--- config.mk ---
export PLATFORM = sky130hd
export DESIGN_NAME = csf_top
export DESIGN_NICKNAME = d
export VERILOG_FILES = /design/src/common/csf_pkg.sv /design/src/design/csf_fail_detect.sv /design/src/design/csf_top.sv
export SDC_FILE = /design/constraint.sdc
export NUM_CORES = 1
export LEC_CHECK = 0
export ABC_AREA = 1
export BUFFER_PORTS_ARGS = -buffer_cell sky130_fd_sc_hd__buf_2
export CAP_MARGIN = 20
export CORE_AREA = 4 4 129 131
export DETAILED_ROUTE_END_ITERATION = 10
export DIE_AREA = 0 0 133 135
export GPL_TIMING_DRIVEN = 0
export SLEW_MARGIN = 20
export SYNTH_ARGS = -nofsm -noshare
export SYNTH_HDL_FRONTEND = slang
export SYNTH_SLANG_ARGS = --single-unit
export TNS_END_PERCENT = 10
--- constraint.sdc ---
create_clock -name clk_sys_i -period 3.8 [get_ports clk_sys_i]
set_clock_uncertainty 0.1 [all_clocks]
set_input_delay 0 -clock clk_sys_i [delete_from_list [all_inputs] [get_ports clk_sys_i]]
set_output_delay 0 -clock clk_sys_i [all_outputs]
set_load 0.03 [all_outputs]
--- src/common/csf_pkg.sv ---
// Shared constants and types of the clock source failover block.
// Assumes a single 20 MHz system clock and an AXI4-Lite register slave.
`default_nettype none

package csf_pkg;

   // Clock and failure timing
   localparam int unsigned CLK_PERIOD_NS  = 50;
   localparam int unsigned FAIL_PERIOD_NS = 1000000;
   // Longest tolerated gap between source edges, rounded down
   localparam int unsigned FAIL_CYCLES    = FAIL_PERIOD_NS / CLK_PERIOD_NS;

   // Register map (byte addresses)
   localparam int unsigned ADDR_W        = 8;
   localparam logic [7:0]  OFS_OSC_CTL   = 8'h00;
   localparam logic [7:0]  OFS_STATUS    = 8'h04;
   localparam logic [7:0]  OFS_IRQ_STAT  = 8'h08;
   localparam logic [7:0]  OFS_IRQ_MASK  = 8'h0C;

   // Oscillator control layout
   localparam int unsigned BIT_PREC_EN   = 7;
   localparam int unsigned BIT_WDT_EN    = 5;
   localparam int unsigned BIT_PFAIL_EN  = 4;
   localparam int unsigned BIT_WFAIL_EN  = 3;
   localparam int unsigned SEL_MSB       = 2;
   localparam logic [7:0]  OSC_CTL_RST   = 8'hA0;
   localparam logic [7:0]  OSC_CTL_WMASK = 8'hBF;

   // Unlock keys
   localparam logic [7:0]  UNLOCK_KEY1   = 8'hE7;
   localparam logic [7:0]  UNLOCK_KEY2   = 8'h18;

   // Clock source select codes
   localparam logic [2:0]  SEL_PREC_FAST = 3'h0;
   localparam logic [2:0]  SEL_PREC_SLOW = 3'h1;
   localparam logic [2:0]  SEL_WDT       = 3'h3;
   localparam logic [2:0]  SEL_EXT_PIN   = 3'h4;

   // Status register layout
   localparam int unsigned ST_FAILOVER   = 0;
   localparam int unsigned ST_PFAIL      = 1;
   localparam int unsigned ST_WFAIL      = 2;
   localparam int unsigned ST_OPEN       = 3;
   localparam int unsigned ST_KEY1       = 4;

   // Interrupt status and mask layout
   localparam int unsigned IRQ_W         = 2;
   localparam int unsigned IRQ_PFAIL     = 0;
   localparam int unsigned IRQ_WFAIL     = 1;
   localparam logic [1:0]  IRQ_MASK_RST  = 2'h0;

   // AXI responses
   localparam logic [1:0]  RESP_OKAY     = 2'h0;
   localparam logic [1:0]  RESP_SLVERR   = 2'h2;

   typedef enum {LK_LOCKED, LK_KEY1, LK_OPEN} csf_lock_t;
   typedef enum {REG_NONE, REG_OSC, REG_STAT, REG_ISTAT, REG_IMASK} csf_reg_t;

endpackage

`default_nettype wire

--- src/design/csf_fail_detect.sv ---
// Oscillator failure detector: flags a source with no rising edge within
// LIMIT system clock cycles. Assumes osc_i is asynchronous to clk_sys_i.
`default_nettype none

module csf_fail_detect #(
   parameter int unsigned LIMIT = csf_pkg::FAIL_CYCLES
) (
   // Clock and reset
   input  wire logic clk_sys_i,
   input  wire logic rst_n_i,
   // Control and source
   input  wire logic enable_i,
   input  wire logic osc_i,
   // Result
   output logic      fail_o,
   output logic      fail_evt_o
);

   logic        sync1_r;
   logic        sync2_r;
   logic        sync3_r;
   logic [31:0] cnt_r;
   logic [31:0] cnt_nxt;
   logic        fail_r;
   logic        fail_nxt;
   logic        evt_r;
   logic        evt_nxt;
   logic        rise;

   assign rise = sync2_r & ~sync3_r;

   always_comb begin
      cnt_nxt  = cnt_r;
      fail_nxt = fail_r;
      if (!enable_i) begin
         cnt_nxt  = 32'h0;
         fail_nxt = 1'b0;
      end else if (rise) begin
         cnt_nxt  = 32'h0;
         fail_nxt = 1'b0;
      end else if (cnt_r >= LIMIT - 1) begin
         fail_nxt = 1'b1;
      end else begin
         cnt_nxt  = cnt_r + 32'h1;
      end
      evt_nxt = fail_nxt & ~fail_r;
   end

   always_ff @(posedge clk_sys_i or negedge rst_n_i) begin
      if (!rst_n_i) begin
         sync1_r <= 1'b0;
         sync2_r <= 1'b0;
         sync3_r <= 1'b0;
         cnt_r   <= 32'h0;
         fail_r  <= 1'b0;
         evt_r   <= 1'b0;
      end else begin
         sync1_r <= osc_i;
         sync2_r <= sync1_r;
         sync3_r <= sync2_r;
         cnt_r   <= cnt_nxt;
         fail_r  <= fail_nxt;
         evt_r   <= evt_nxt;
      end
   end

   assign fail_o     = fail_r;
   assign fail_evt_o = evt_r;

endmodule // csf_fail_detect

`default_nettype wire

--- src/design/csf_top.sv ---
// Clock source selection with primary failure detection and failover to
// the watchdog oscillator. Assumes the clock mux, the oscillators and the
// processor sit outside; they follow the select and enable outputs.
//
// Implementation choices: register access over AXI4-Lite and the placing of the registers.
`default_nettype none

// Overview of operation
// - Primary failure switches system to watchdog oscillator
// - Primary failure raises non-maskable clock failure event
// - Failover only while watchdog oscillator enabled
// - No failover when watchdog already selected
// - Failure when source slower than about 1 kHz
// - Precision oscillator enable bit switches it
// - Reserved bits written zero, read zero
// - Watchdog oscillator enable bit switches it
// - Primary fail enable gates detection and recovery
// - Watchdog fail enable gates its detection
// - Select 000: precision oscillator at 5.53 MHz
// - Select 001: precision oscillator 32 kHz setting
// - Select 011: watchdog oscillator clocks system
// - Select 100: external clock pin clocks system
// - Updates need E7H then 18H unlock writes
module csf_top #(
   parameter int unsigned FAIL_LIMIT = csf_pkg::FAIL_CYCLES
) (
   // Clock and reset
   input  wire logic        clk_sys_i,
   input  wire logic        rst_n_i,
   // AXI4-Lite write address and data
   input  wire logic [7:0]  s_axi_awaddr_i,
   input  wire logic        s_axi_awvalid_i,
   output logic             s_axi_awready_o,
   input  wire logic [31:0] s_axi_wdata_i,
   input  wire logic [3:0]  s_axi_wstrb_i,
   input  wire logic        s_axi_wvalid_i,
   output logic             s_axi_wready_o,
   // AXI4-Lite write response
   output logic [1:0]       s_axi_bresp_o,
   output logic             s_axi_bvalid_o,
   input  wire logic        s_axi_bready_i,
   // AXI4-Lite read
   input  wire logic [7:0]  s_axi_araddr_i,
   input  wire logic        s_axi_arvalid_i,
   output logic             s_axi_arready_o,
   output logic [31:0]      s_axi_rdata_o,
   output logic [1:0]       s_axi_rresp_o,
   output logic             s_axi_rvalid_o,
   input  wire logic        s_axi_rready_i,
   // Oscillator monitors
   input  wire logic        sys_clk_mon_i,
   input  wire logic        wdt_osc_clk_i,
   // Oscillator control
   output logic             precision_osc_enable_o,
   output logic             precision_osc_slow_o,
   output logic             watchdog_osc_enable_o,
   output logic [2:0]       system_clock_source_select_o,
   output logic             external_clock_pin_sel_o,
   // Events
   output logic             failover_active_o,
   output logic             clk_fail_nmi_o,
   output logic             irq_o
);

   function automatic csf_pkg::csf_reg_t csf_decode(input logic [7:0] a);
      csf_pkg::csf_reg_t r;
      r = csf_pkg::REG_NONE;
      if (a == csf_pkg::OFS_OSC_CTL) begin
         r = csf_pkg::REG_OSC;
      end else if (a == csf_pkg::OFS_STATUS) begin
         r = csf_pkg::REG_STAT;
      end else if (a == csf_pkg::OFS_IRQ_STAT) begin
         r = csf_pkg::REG_ISTAT;
      end else if (a == csf_pkg::OFS_IRQ_MASK) begin
         r = csf_pkg::REG_IMASK;
      end
      return r;
   endfunction

   logic [7:0]         osc_r;
   logic [7:0]         osc_nxt;
   csf_pkg::csf_lock_t lock_r;
   csf_pkg::csf_lock_t lock_nxt;
   logic [1:0]         istat_r;
   logic [1:0]         istat_nxt;
   logic [1:0]         imask_r;
   logic [1:0]         imask_nxt;
   logic               fo_r;
   logic               fo_nxt;
   logic               nmi_r;
   logic               nmi_nxt;
   logic [2:0]         sel_r;
   logic [2:0]         sel_nxt;
   logic               bvalid_r;
   logic               bvalid_nxt;
   logic [1:0]         bresp_r;
   logic [1:0]         bresp_nxt;
   logic               rvalid_r;
   logic               rvalid_nxt;
   logic [1:0]         rresp_r;
   logic [1:0]         rresp_nxt;
   logic [31:0]        rdata_r;
   logic [31:0]        rdata_nxt;

   logic               wr_take;
   logic               rd_take;
   logic               pfail;
   logic               pfail_evt;
   logic               wfail;
   logic               wfail_evt;
   logic               pdet_en;
   logic               wdet_en;
   csf_pkg::csf_reg_t  wsel;
   csf_pkg::csf_reg_t  rsel;

   // Once failed over, the monitor follows the slow watchdog clock and
   // would only report the failure again, so primary detection pauses.
   assign pdet_en = osc_r[csf_pkg::BIT_PFAIL_EN] & ~fo_r;
   assign wdet_en = osc_r[csf_pkg::BIT_WFAIL_EN]
                  & osc_r[csf_pkg::BIT_WDT_EN];

   csf_fail_detect #(
      .LIMIT      (FAIL_LIMIT)
   ) u_pdet (
      .clk_sys_i  (clk_sys_i),
      .rst_n_i    (rst_n_i),
      .enable_i   (pdet_en),
      .osc_i      (sys_clk_mon_i),
      .fail_o     (pfail),
      .fail_evt_o (pfail_evt)
   );

   csf_fail_detect #(
      .LIMIT      (FAIL_LIMIT)
   ) u_wdet (
      .clk_sys_i  (clk_sys_i),
      .rst_n_i    (rst_n_i),
      .enable_i   (wdet_en),
      .osc_i      (wdt_osc_clk_i),
      .fail_o     (wfail),
      .fail_evt_o (wfail_evt)
   );

   assign wr_take = s_axi_awvalid_i & s_axi_wvalid_i & ~bvalid_r;
   assign rd_take = s_axi_arvalid_i & ~rvalid_r;
   assign wsel    = csf_decode(s_axi_awaddr_i);
   assign rsel    = csf_decode(s_axi_araddr_i);

   always_comb begin
      osc_nxt    = osc_r;
      lock_nxt   = lock_r;
      istat_nxt  = istat_r;
      imask_nxt  = imask_r;
      fo_nxt     = fo_r;
      nmi_nxt    = 1'b0;
      bvalid_nxt = bvalid_r;
      bresp_nxt  = bresp_r;
      rvalid_nxt = rvalid_r;
      rresp_nxt  = rresp_r;
      rdata_nxt  = rdata_r;

      if (bvalid_r && s_axi_bready_i) begin
         bvalid_nxt = 1'b0;
      end
      if (rvalid_r && s_axi_rready_i) begin
         rvalid_nxt = 1'b0;
      end

      if (wr_take) begin
         bvalid_nxt = 1'b1;
         bresp_nxt  = csf_pkg::RESP_OKAY;
         if (wsel == csf_pkg::REG_OSC) begin
            if (s_axi_wstrb_i[0]) begin
               case (lock_r)
                  csf_pkg::LK_LOCKED: begin
                     if (s_axi_wdata_i[7:0] == csf_pkg::UNLOCK_KEY1) begin
                        lock_nxt = csf_pkg::LK_KEY1;
                     end
                  end
                  csf_pkg::LK_KEY1: begin
                     if (s_axi_wdata_i[7:0] == csf_pkg::UNLOCK_KEY2) begin
                        lock_nxt = csf_pkg::LK_OPEN;
                     end else if (s_axi_wdata_i[7:0]
                                  != csf_pkg::UNLOCK_KEY1) begin
                        lock_nxt = csf_pkg::LK_LOCKED;
                     end
                  end
                  csf_pkg::LK_OPEN: begin
                     // Reserved bit is never stored
                     osc_nxt  = s_axi_wdata_i[7:0]
                              & csf_pkg::OSC_CTL_WMASK;
                     lock_nxt = csf_pkg::LK_LOCKED;
                     fo_nxt   = 1'b0;
                  end
                  default: begin
                     lock_nxt = csf_pkg::LK_LOCKED;
                  end
               endcase
            end
         end else if (wsel == csf_pkg::REG_ISTAT) begin
            if (s_axi_wstrb_i[0]) begin
               istat_nxt = istat_r & ~s_axi_wdata_i[1:0];
            end
         end else if (wsel == csf_pkg::REG_IMASK) begin
            if (s_axi_wstrb_i[0]) begin
               imask_nxt = s_axi_wdata_i[1:0];
            end
         end else if (wsel == csf_pkg::REG_STAT) begin
            bresp_nxt = csf_pkg::RESP_OKAY;
         end else begin
            bresp_nxt = csf_pkg::RESP_SLVERR;
         end
      end

      // Events after the clears so that a set in the same cycle wins
      if (pfail_evt) begin
         istat_nxt[csf_pkg::IRQ_PFAIL] = 1'b1;
         nmi_nxt = 1'b1;
         if (osc_r[csf_pkg::BIT_WDT_EN] &&
             osc_r[2:0] != csf_pkg::SEL_WDT) begin
            fo_nxt = 1'b1;
         end
      end
      if (wfail_evt) begin
         istat_nxt[csf_pkg::IRQ_WFAIL] = 1'b1;
      end
      // Recovery is released as soon as its enables go away
      if (!osc_nxt[csf_pkg::BIT_PFAIL_EN] ||
          !osc_nxt[csf_pkg::BIT_WDT_EN]) begin
         fo_nxt = 1'b0;
      end

      if (fo_nxt) begin
         sel_nxt = csf_pkg::SEL_WDT;
      end else begin
         sel_nxt = osc_nxt[csf_pkg::SEL_MSB:0];
      end

      if (rd_take) begin
         rvalid_nxt = 1'b1;
         rresp_nxt  = csf_pkg::RESP_OKAY;
         rdata_nxt  = 32'h0;
         if (rsel == csf_pkg::REG_OSC) begin
            rdata_nxt[7:0] = osc_r;
         end else if (rsel == csf_pkg::REG_STAT) begin
            rdata_nxt[csf_pkg::ST_FAILOVER] = fo_r;
            rdata_nxt[csf_pkg::ST_PFAIL]    = pfail;
            rdata_nxt[csf_pkg::ST_WFAIL]    = wfail;
            rdata_nxt[csf_pkg::ST_OPEN]     = (lock_r == csf_pkg::LK_OPEN);
            rdata_nxt[csf_pkg::ST_KEY1]     = (lock_r == csf_pkg::LK_KEY1);
         end else if (rsel == csf_pkg::REG_ISTAT) begin
            rdata_nxt[1:0] = istat_r;
         end else if (rsel == csf_pkg::REG_IMASK) begin
            rdata_nxt[1:0] = imask_r;
         end else begin
            rresp_nxt = csf_pkg::RESP_SLVERR;
         end
      end
   end

   always_ff @(posedge clk_sys_i or negedge rst_n_i) begin
      if (!rst_n_i) begin
         osc_r    <= csf_pkg::OSC_CTL_RST;
         lock_r   <= csf_pkg::LK_LOCKED;
         istat_r  <= 2'h0;
         imask_r  <= csf_pkg::IRQ_MASK_RST;
         fo_r     <= 1'b0;
         nmi_r    <= 1'b0;
         sel_r    <= csf_pkg::SEL_PREC_FAST;
         bvalid_r <= 1'b0;
         bresp_r  <= csf_pkg::RESP_OKAY;
         rvalid_r <= 1'b0;
         rresp_r  <= csf_pkg::RESP_OKAY;
         rdata_r  <= 32'h0;
      end else begin
         osc_r    <= osc_nxt;
         lock_r   <= lock_nxt;
         istat_r  <= istat_nxt;
         imask_r  <= imask_nxt;
         fo_r     <= fo_nxt;
         nmi_r    <= nmi_nxt;
         sel_r    <= sel_nxt;
         bvalid_r <= bvalid_nxt;
         bresp_r  <= bresp_nxt;
         rvalid_r <= rvalid_nxt;
         rresp_r  <= rresp_nxt;
         rdata_r  <= rdata_nxt;
      end
   end

   // Bus handshakes
   assign s_axi_awready_o = wr_take;
   assign s_axi_wready_o  = wr_take;
   assign s_axi_bvalid_o  = bvalid_r;
   assign s_axi_bresp_o   = bresp_r;
   assign s_axi_arready_o = ~rvalid_r;
   assign s_axi_rvalid_o  = rvalid_r;
   assign s_axi_rresp_o   = rresp_r;
   assign s_axi_rdata_o   = rdata_r;

   // Oscillator control; the precision oscillator stays under software
   // control even when unselected, for power saving.
   assign precision_osc_enable_o = osc_r[csf_pkg::BIT_PREC_EN];
   assign watchdog_osc_enable_o  = osc_r[csf_pkg::BIT_WDT_EN];
   assign precision_osc_slow_o   =
      (sel_r == csf_pkg::SEL_PREC_SLOW);
   assign external_clock_pin_sel_o =
      (sel_r == csf_pkg::SEL_EXT_PIN);
   assign system_clock_source_select_o = sel_r;
   assign failover_active_o      = fo_r;
   assign clk_fail_nmi_o         = nmi_r;
   assign irq_o                  = |(istat_r & imask_r);

endmodule // csf_top

`default_nettype wire

==> results by group, run 1 <==
Route
  – Wire length per cell: 11.4 microns
  – DRT iter0 DRCs: 207
  – DRT Pass-1 Iters: 4
  – Vias/cell: 4.44
  – DRC: 0
  – Vias: 4,575
  – DRT Wirelength: 11.8 mm
  – Final ANT Viol Nets: 0

GRT
  – Initial antenna violation count: 0
  – Gr usage total: 13.7%
  – First-pass GRT wire length: 20.3 mm
  – Vias in the first global route: 4,300
  – Global route overflow: 0
  – Pin count of the biggest net entering global routing: 75

Final layout
  – Most common cell after layout, fill and taps aside: nand2_1
  – Sequential cell area: 2580 sq um
  – # diodes: 0
  – Most frequent cells in the layout: nand2_1, nor2_1, dfrtp_1
  – Fraction of layout cells with a size suffix above 1: 17.4%
  – Area of the multi-input gates: 2210 sq um
  – Nets: 874
  – Layout fillers: 1,598
  – Area delta synth->final: 23.2%

Placed design
  – Post-DP HPWL: 8.41 mm
  – # port buffers: 57
  – Final GP Congestion: 0.865

Pwr
  – Sw Share: 25.2%
  – Comb power frac: 10.7%
  – Cell Int Power: 0.00172 W
  – Net Sw Power: 0.000578 W
  – LEAKAGE: 3.20 nW
  – VDD IR max: 0.212 mV
  – Clock power frac: 40.0%
  – Pwr/cell area: 347 nW/um^2
  – Sequential cell fraction of total power: 49.2%

Clock network
  – Reg clk slew, reported paths: 0.07 ns
  – Worst-Skew Late Latency: 0.34 ns
  – CTS sink count: 103
  – CTS tree: built
  – Root Buffer: clkbuf_16
  – CTS buffer count: 9
  – H-tree depth: 3
  – CTS Buffer Depth: 2

STA
  – Worst slew pin tran: 0.576 ns
  – Max-Slew Margin vs Limit: 61.5%
  – Fin. max-slew vios: 0
  – Final period util: 68.5%
  – Unrepaired setup endpoints after global routing: false
  – Min Clock Period, post-route: 2.60 ns
  – FMAX: 384 MHz
  – Hold Fails Final Rpt: 4
  – Final setup viols: 0
  – Fin Setup TNS: 0 ns
  – Hold Slack: -0.00688 ns

Setup path
  – Reg2reg start: s_axi_bvalid_o
  – R2R Setup Slk: 1.20 ns
  – CP Data Required Time: 3.98 ns
  – Crit-path slowest cell: dlygate4sd3_1
  – Crit path max fanout: 6
  – CP Class: reg2reg
  – CP cell instances: inv_1 > nand3_2 > nor2_4 > nand2_1 > nor3_1 > dlygate4sd3_1 > nand3_1 > dlygate4sd3_1 > nand2_1
  – Crit path launch type: flop
  – Setup crit end kind: flop
  – R2R depth: 9
  – Critical Path Max Stage Delay: 0.63 ns
  – WP data arrival: 2.78 ns
  – RR Endpoint: lock_r[0]

Synth
  – Number of synthesized flops with an enable pin: 0
  – Synth area leaders: dfrtp_1, nand2_1, nor2_1, nand3_1, inv_1
  – Post-synth top area cell: dfrtp_1
  – YS warnings: 0
  – Sequential share of the synthesized area: 48.2%
  – Cell Area, Synth: 5360 sq um
  – Synth Register Bits: 103
  – Post-Synthesis Cells: 689
  – Share of the synthesized area in the top cell type: 47.2%
  – Post-synthesis area per instance: 7.77 sq um
  – Synth unique cells: 38
  – Post-synth top flop: dfrtp_1
  – Post-synth ARST share: 100%

Floorplanning
  – Die W: 133 microns
  – Row cnt: 46
  – Die Y: 135 microns
  – I/O pin count: 112
  – Die area: 18,000 sq um
  – Core footprint: 15,600 sq um
  – Initial core utilization: 34.3%

Outcome
  – Failing checks: negative hold slack
  – Status: complete, but fails checks

Min path
  – Hold crit path type: in2async

Flow run
  – Max-cap violations: 0
==> cell usage after synthesis (all sizes together), types with 2 or more instances <==
cell type and n:
a21oi 13, a22o 2, buf 38, clkbuf 3, dfrtp 101, dfstp 2
ha 2, inv 95, mux2 2, nand2 158, nand3 73, nand3b 2
nand4 14, nor2 120, nor3 27, nor4 4, nor4b 2, o21ai 15
o21bai 4, xnor2 2, xor2 3
==> sequential cells by signal, indices dropped and copies added, names as in the netlist, 2 cells and up <==
| signal | count |
|---|---|
| lock_r | 2 |
| s_axi_rdata_o | 7 |
| system_clock_source_select_o | 3 |
| u_wdet.cnt_r | 32 |
| osc_r | 7 |
| imask_r | 2 |
| u_pdet.cnt_r | 32 |
| istat_r | 2 |
==> worst max-delay path by stage <==
stage	slack (ns)	endpoint	startpoint	cells past startpoint
finish	1.20	lock_r[0]	s_axi_bvalid_o	9
global route	1.06	lock_r[0]	s_axi_bvalid_o	9
CTS	1.27	lock_r[0]	s_axi_bvalid_o	9
detailed placement	1.86	u_wdet.cnt_r[10]	u_wdet.cnt_r[0]	11
global placement	1.45	u_pdet.cnt_r[27]	rst_n_i	1
floorplan	2.06	s_axi_rresp_o[1]	s_axi_rvalid_o	6
==> cells by family (layout without fill, tap and decap cells) <==
| logic type | count (synthesis) | after routing | synth area share [%] |
|---|---|---|---|
| AO/OA/AOI/OAI | 38 | 38 | 4.09 |
| buffers and inverters | 137 | 237 | 12.3 |
| adder cells (fa/ha/maj) | 2 | 2 | 0.467 |
| multiplexers | 2 | 2 | 0.421 |
| other | 1 | 27 | 0.0700 |
| AND/OR/NAND/NOR | 401 | 401 | 33.7 |
| XOR/XNOR | 5 | 5 | 0.818 |
| flip-flops | 103 | 103 | 48.2 |
==> metrics by stage <==
stage | power [W] | std cells | utilization, % | setup slack, ns | area (sq um)
final | 0.00229 | 1031 | 42.3 | 1.20 | 6600
after global routing | 0.00239 | 1031 | 42.3 | 1.06 | 6600
after CTS | 0.00232 | 1031 | 42.3 | 1.27 | 6600
after detailed placement | 0.00138 | 989 | 38.7 | 1.86 | 6040
after global placement | 0.00137 | 988 | 38.5 | 1.45 | 6010
after floorplan | 0.00129 | 715 | - | 2.06 | 5450
==> cell type report <==
class / instances / area share [%]
well taps: 216 / 4.09
clock buffers: 11 / 3.53
flip-flops and latches: 103 / 39.1
multi-input cells: 475 / 33.6
clock inverters: 4 / 0.834
inverters: 96 / 5.46
plain buffers: 41 / 4.51
repair buffers: 85 / 8.93
==> metal layers <==
layer	vias up	part of all wire (%)	global-route usage (%)
met2	76	47	22.6
li1	2364	-	-
met1	2122	48	18.2
met3	13	3.6	2.87
met4	0	1.4	3.75
met5	-	0	0
==> power groups by stage <==
stage	clock [W]	combinational (W)	sequential (W)
3_3_place_gp	0	0.000220	0.00115
4_1_cts	0.000946	0.000247	0.00113
3_5_place_dp	0	0.000224	0.00115
6_report	0.000918	0.000246	0.00113
5_1_grt	0.000988	0.000269	0.00113
2_1_floorplan	0	0.000107	0.00119
==> worst max-delay path: cells and delay by family, from the launching register on <==
family | cells | cell delay (ns)
DFF | 1 | 0.38
buffers and inverters | 3 | 1.28
and+or+nand+nor | 6 | 0.79
==> what timing repair did <==
item	in CTS	in global routing
buffers inserted	0	0
hold buffers	27	0
resized for setup	0	0
endpoints found under the hold margin	127	0
Note: power is estimated with default switching activity, not from simulation.
==> run 2: changes to the inputs <==
- clock period: 3.8 -> 2.7 ns (I/O delays scaled with it)
==> run 2 against run 1 <==
  * The flow still finishes with violations (negative hold slack)
  * Wire length hardly changed
  * Via count is 0.26% lower
  * Register-to-register slack worse by 1.0 ns
  * Die area stayed put
  * Setup slack worse by 1.0 ns
  * Highest routed layer unchanged
  * First-iteration DRC count is 11% higher
  * Sequential power is 41% higher
  * Non-clock buffer count stayed put
  * Total power is 41% higher
==> results by group, run 2 (synthesis gave the netlist of run 1 again) <==
Outcome
  – Status: complete, but fails checks
  – Failing checks: negative hold slack

Final layout
  – Sequential cell area: 2580 sq um
  – Non-filler cells, final: 1,031
  – Most frequent cells in the layout: nand2_1, nor2_1, dfrtp_1
  – Area delta synth->final: 23.3%
  – Top Registers: u_pdet.cnt_r (32), u_wdet.cnt_r (32)
  – Nets: 874
  – Final Instance Area: 6610 sq um
  – Fraction of layout cells with a size suffix above 1: 17.5%
  – # diodes: 0
  – Most common cell after layout, fill and taps aside: nand2_1
  – Final Util: 42.3%
  – Area of the multi-input gates: 2220 sq um
  – Layout fillers: 1,598

Clock network
  – CTS sink count: 103
  – Reg clk slew, reported paths: 0.07 ns
  – CTS tree: built
  – H-tree depth: 3
  – Worst-Skew Late Latency: 0.34 ns
  – CTS buffer count: 9
  – Root Buffer: clkbuf_16
  – Post-CTS Setup Bufs: 0
  – CTS Buffer Depth: 2

Placed design
  – Placed cell area: 6040 sq um
  – # port buffers: 57
  – Post-DP HPWL: 8.41 mm
  – Final GP Congestion: 0.865
  – Placed insts: 989

Setup path
  – Largest delay contributor family on the critical path: buffers and inverters
  – Reg2reg start: s_axi_bvalid_o
  – CP Class: reg2reg
  – Setup crit end kind: flop
  – Crit path launch type: flop
  – WP data arrival: 2.69 ns
  – R2R depth: 9
  – CP cell instances: inv_1 > nand3_2 > nor2_4 > nand2_1 > nor3_2 > dlygate4sd3_1 > nand3_1 > dlygate4sd3_1 > nand2_1
  – Crit path max fanout: 6
  – RR Endpoint: lock_r[0]
  – R2R Setup Slk: 0.19 ns
  – Critical Path Max Stage Delay: 0.62 ns
  – CP bufs+invs: 3
  – CP Data Required Time: 2.88 ns
  – Crit-path slowest cell: dlygate4sd3_1

Route
  – DRT Pass-1 Iters: 4
  – DRT iter0 DRCs: 229
  – Final ANT Viol Nets: 0
  – Vias: 4,563
  – DRC: 0
  – Vias/cell: 4.43
  – Wire length per cell: 11.4 microns
  – DRT Wirelength: 11.8 mm

GRT
  – Vias in the first global route: 4,300
  – First-pass GRT wire length: 20.3 mm
  – Global route overflow: 0
  – Pin count of the biggest net entering global routing: 75
  – Initial antenna violation count: 0
  – Gr usage total: 13.7%

STA
  – Max-Slew Margin vs Limit: 61.1%
  – Final period util: 92.9%
  – Hold Fails Final Rpt: 4
  – Fin Setup TNS: 0 ns
  – Fin. max-slew vios: 0
  – FMAX: 399 MHz
  – Worst slew pin tran: 0.581 ns
  – Final setup viols: 0
  – Hold Slack: -0.00595 ns
  – Unrepaired setup endpoints after global routing: false
  – Min Clock Period, post-route: 2.51 ns

Pwr
  – LEAKAGE: 3.20 nW
  – Pwr/cell area: 489 nW/um^2
  – VDD IR max: 0.299 mV
  – Design Power: 0.00323 W

Floorplanning
  – Die area: 18,000 sq um
  – Row cnt: 46
  – Initial core utilization: 34.3%
  – Die Y: 135 microns
  – I/O pin count: 112
  – Core footprint: 15,600 sq um
  – Die W: 133 microns

Min path
  – Hold crit path type: in2async

Flow run
  – Max-cap violations: 0
## run 2: worst max-delay path by stage
| stage | cells after the start | startpoint | to | slack (ns) |
|---|---|---|---|---|
| 2_1_floorplan | 6 | s_axi_rvalid_o | s_axi_rresp_o[1] | 0.96 |
| 3_3_place_gp | 1 | rst_n_i | u_pdet.cnt_r[27] | 0.35 |
| 3_5_place_dp | 11 | u_wdet.cnt_r[0] | u_wdet.cnt_r[10] | 0.76 |
| 4_1_cts | 9 | s_axi_bvalid_o | lock_r[0] | 0.17 |
| 5_1_grt | 9 | s_axi_bvalid_o | lock_r[0] | 0.07 |
| 6_report | 9 | s_axi_bvalid_o | lock_r[0] | 0.19 |
## run 2: final cells by class
class	count	share of cell area, %
flip-flops and latches	103	39.1
multi-input cells	475	33.6
repair buffers	85	8.92
inverters	96	5.46
plain buffers	41	4.51
well taps	216	4.09
clock buffers	11	3.52
clock inverters	4	0.833
## run 2: where the power goes
part	switching, W	leakage (nW)	internal (W)
logic	0.000225	1.71	0.000121
registers	0.0000164	1.35	0.00157
clock network	0.000572	0.136	0.000720
## run 2: metrics by stage
step                      hold slack, ns  worst slack [ns]
after floorplan                   -0.396             0.957
after global placement           0.00861             0.346
after detailed placement          -0.202             0.762
after CTS                       0.000147             0.169
after global routing              0.0169            0.0716
final                           -0.00595             0.191
## run 2: metal layers
layer  wire (microns)  global-route usage [%]  part of all wire, %
met5                0                       0                    0
met4              166                    3.75                  1.4
met3              409                    2.87                  3.5
met2             5510                    22.6                   47
met1             5710                    18.2                   48
## run 2: worst reg2reg max path, delay by kind of cell, from the launching register on
| family | cells | cell delay (ns) |
|---|---|---|
| flops | 1 | 0.38 |
| simple gates | 6 | 0.70 |
| buf+inv | 3 | 1.27 |
## run 2: timing repair
item	CTS	global route
setup endpoints to repair	0	1
endpoints found under the hold margin	127	0
hold buffers	27	0
resized for setup	0	1
==> run 3: changes to the inputs <==
- PLACE_DENSITY: default -> 0.64
- RECOVER_POWER: default -> 50
- clock period: 2.7 -> 2.3 ns (I/O delays scaled with it)
==> run 3 against run 2 <==
  * The flow finishes with violations (max-capacitance violations, max-slew violations)
  * Die area unchanged
  * First-iteration DRC count decreased by 2.2%
  * Total power rose by 17%
  * Clock power is 17% higher
  * Non-clock buffer count increased by 2
  * Final area about the same
  * Wire length down 1.5%
  * Clock-buffer cell count unchanged
  * Core utilization about the same
  * Hold slack better by 0.022 ns
  * Critical path depth is 2 lower
  * Sequential power rose by 17%
  * Highest routed layer unchanged
==> results by group, run 3 (synthesis gave the netlist of run 1 again) <==
Outcome
  – Status: complete, but fails checks
  – Failing checks: max-capacitance violations, max-slew violations

STA
  – Post-route setup slack: 0.209 ns
  – FMAX: 478 MHz
  – Final period util: 90.9%
  – Unrepaired setup endpoints after global routing: false
  – Hold Fails Final Rpt: 0
  – Final setup viols: 0
  – Min Clock Period, post-route: 2.09 ns
  – Fin. max-slew vios: 31
  – Worst slew pin tran: 1.79 ns
  – Max-Slew Margin vs Limit: -19.2%

Floorplanning
  – Core footprint: 15,600 sq um
  – Initial core utilization: 34.3%
  – Die W: 133 microns
  – Die area: 18,000 sq um
  – Row cnt: 46
  – Die Y: 135 microns
  – I/O pin count: 112

Setup path
  – R2R depth: 7
  – Critical Path Max Stage Delay: 0.60 ns
  – Crit path from: s_axi_bvalid_o
  – Crit path depth: 7
  – CP Class: reg2reg
  – CP bufs+invs: 4
  – CP Data Required Time: 2.48 ns
  – Largest delay contributor family on the critical path: buffers and inverters
  – Reg2reg start: s_axi_bvalid_o
  – Crit path max fanout: 3
  – Crit path launch type: flop
  – Setup crit end kind: flop
  – WP data arrival: 2.27 ns
  – CP cell instances: inv_1 > nand3_2 > dlygate4sd3_1 > inv_1 > nand2_1 > nand2_1 > dlygate4sd3_1
  – Crit-path slowest cell: dlygate4sd3_1

Clock network
  – CTS sink count: 103
  – Post-CTS Setup Bufs: 0
  – Post_cts resized: 0
  – Reg clk slew, reported paths: 0.07 ns
  – Worst-Skew Late Latency: 0.34 ns
  – CTS buffer count: 9
  – H-tree depth: 3
  – CTS Buffer Depth: 2
  – CTS tree: built
  – Root Buffer: clkbuf_16

Min path
  – Hold crit path type: in2reg
  – Hold Startpoint: s_axi_awaddr_i[4]
  – Worst Hold Depth: 7

GRT
  – Pin count of the biggest net entering global routing: 74
  – Global route overflow: 0
  – Initial antenna violation count: 0
  – First-pass GRT wire length: 20.6 mm
  – Gr usage total: 13.8%
  – Vias in the first global route: 4,527

Final layout
  – Area delta synth->final: 23.4%
  – Top Registers: u_pdet.cnt_r (32), u_wdet.cnt_r (32)
  – Nets: 876
  – Most common cell after layout, fill and taps aside: nand2_1
  – Fraction of layout cells with a size suffix above 1: 16.7%
  – Final Instance Area: 6610 sq um
  – Most frequent cells in the layout: nand2_1, nor2_1, dfrtp_1
  – # diodes: 0

Placed design
  – Final GP Congestion: 0.892
  – Placed cell area: 6040 sq um
  – Post-DP HPWL: 8.33 mm
  – Pre-CTS setup slack: 0.359 ns
  – # port buffers: 57

Route
  – Vias: 4,556
  – DRT Pass-1 Iters: 5
  – Wire length per cell: 11.2 microns
  – DRT iter0 DRCs: 224
  – Vias/cell: 4.41
  – DRC: 0
  – DRT Wirelength: 11.6 mm
  – Final ANT Viol Nets: 0

Flow run
  – Max-cap violations: 1

Pwr
  – LEAKAGE: 3.20 nW
  – Design Power: 0.00378 W
  – VDD IR max: 0.349 mV
  – Pwr/cell area: 572 nW/um^2
-- run 3: cell types whose count changed in the layout (fill, tap and decap cells not counted), sizes merged --
cell / previous run / this run
clkinvlp: 1 / 0
clkinv: 2 / 4
buf: 96 / 90
dlygate4sd3: 27 / 29
clkbuf: 14 / 20
-- run 3: metal layers --
| metal | wire length [microns] | global-route usage, % | part of all wire (%) |
|---|---|---|---|
| met1 | 5410 | 17.3 | 47 |
| met2 | 5570 | 24.1 | 48 |
| met3 | 483 | 3.13 | 4.2 |
| met4 | 163 | 3.87 | 1.4 |
| met5 | 0 | 0 | 0 |
-- run 3: area by class of cell --
class,count,area [sq um]
flip-flops and latches,103,2580
clock inverters,5,57.6
well taps,216,270
inverters,96,360
repair buffers,87,596
clock buffers,11,233
plain buffers,41,298
fillers,1580,8990
multi-input cells,475,2210
-- run 3: stage by stage --
step           utilization [%]  std cells  hold WS, ns  setup TNS (ns)
6_report                  42.4       1034       0.0157               0
3_5_place_dp              38.7        989       -0.194               0
3_3_place_gp              38.5        988      0.00850          -0.852
4_1_cts                   42.5       1034     0.000116               0
5_1_grt                   42.4       1034       0.0561               0
2_1_floorplan                -        715       -0.396               0
-- run 3: worst paths after layout --
kind                                    end  slack [ns]
max                        s_axi_bresp_o[1]        0.21
min                                osc_r[5]        0.02
max reg2reg                s_axi_bresp_o[1]        0.21
min reg2reg                  u_wdet.sync2_r        0.26
max in group asynchronous          osc_r[5]        0.43
min in group asynchronous   u_wdet.cnt_r[2]        0.57
-- run 3: timing repair --
item / 4_1_cts / 5_1_grt
endpoints found under the hold margin: 127 / 0
endpoints found under the setup margin: 0 / 0
hold buffers: 29 / 0
-- run 3: where the power goes --
group | total (W) | internal, W | switching (W)
combinational | 0.000404 | 0.000140 | 0.000264
sequential | 0.00186 | 0.00185 | 0.0000170
clock | 0.00151 | 0.000847 | 0.000662
-- run 3: worst reg2reg max path, cell delays in order (launching register included) --
cell           delay, ns
dfrtp_1             0.38
inv_1               0.08
nand3_2             0.10
dlygate4sd3_1       0.60
inv_1               0.09
nand2_1             0.06
nand2_1             0.06
dlygate4sd3_1       0.55
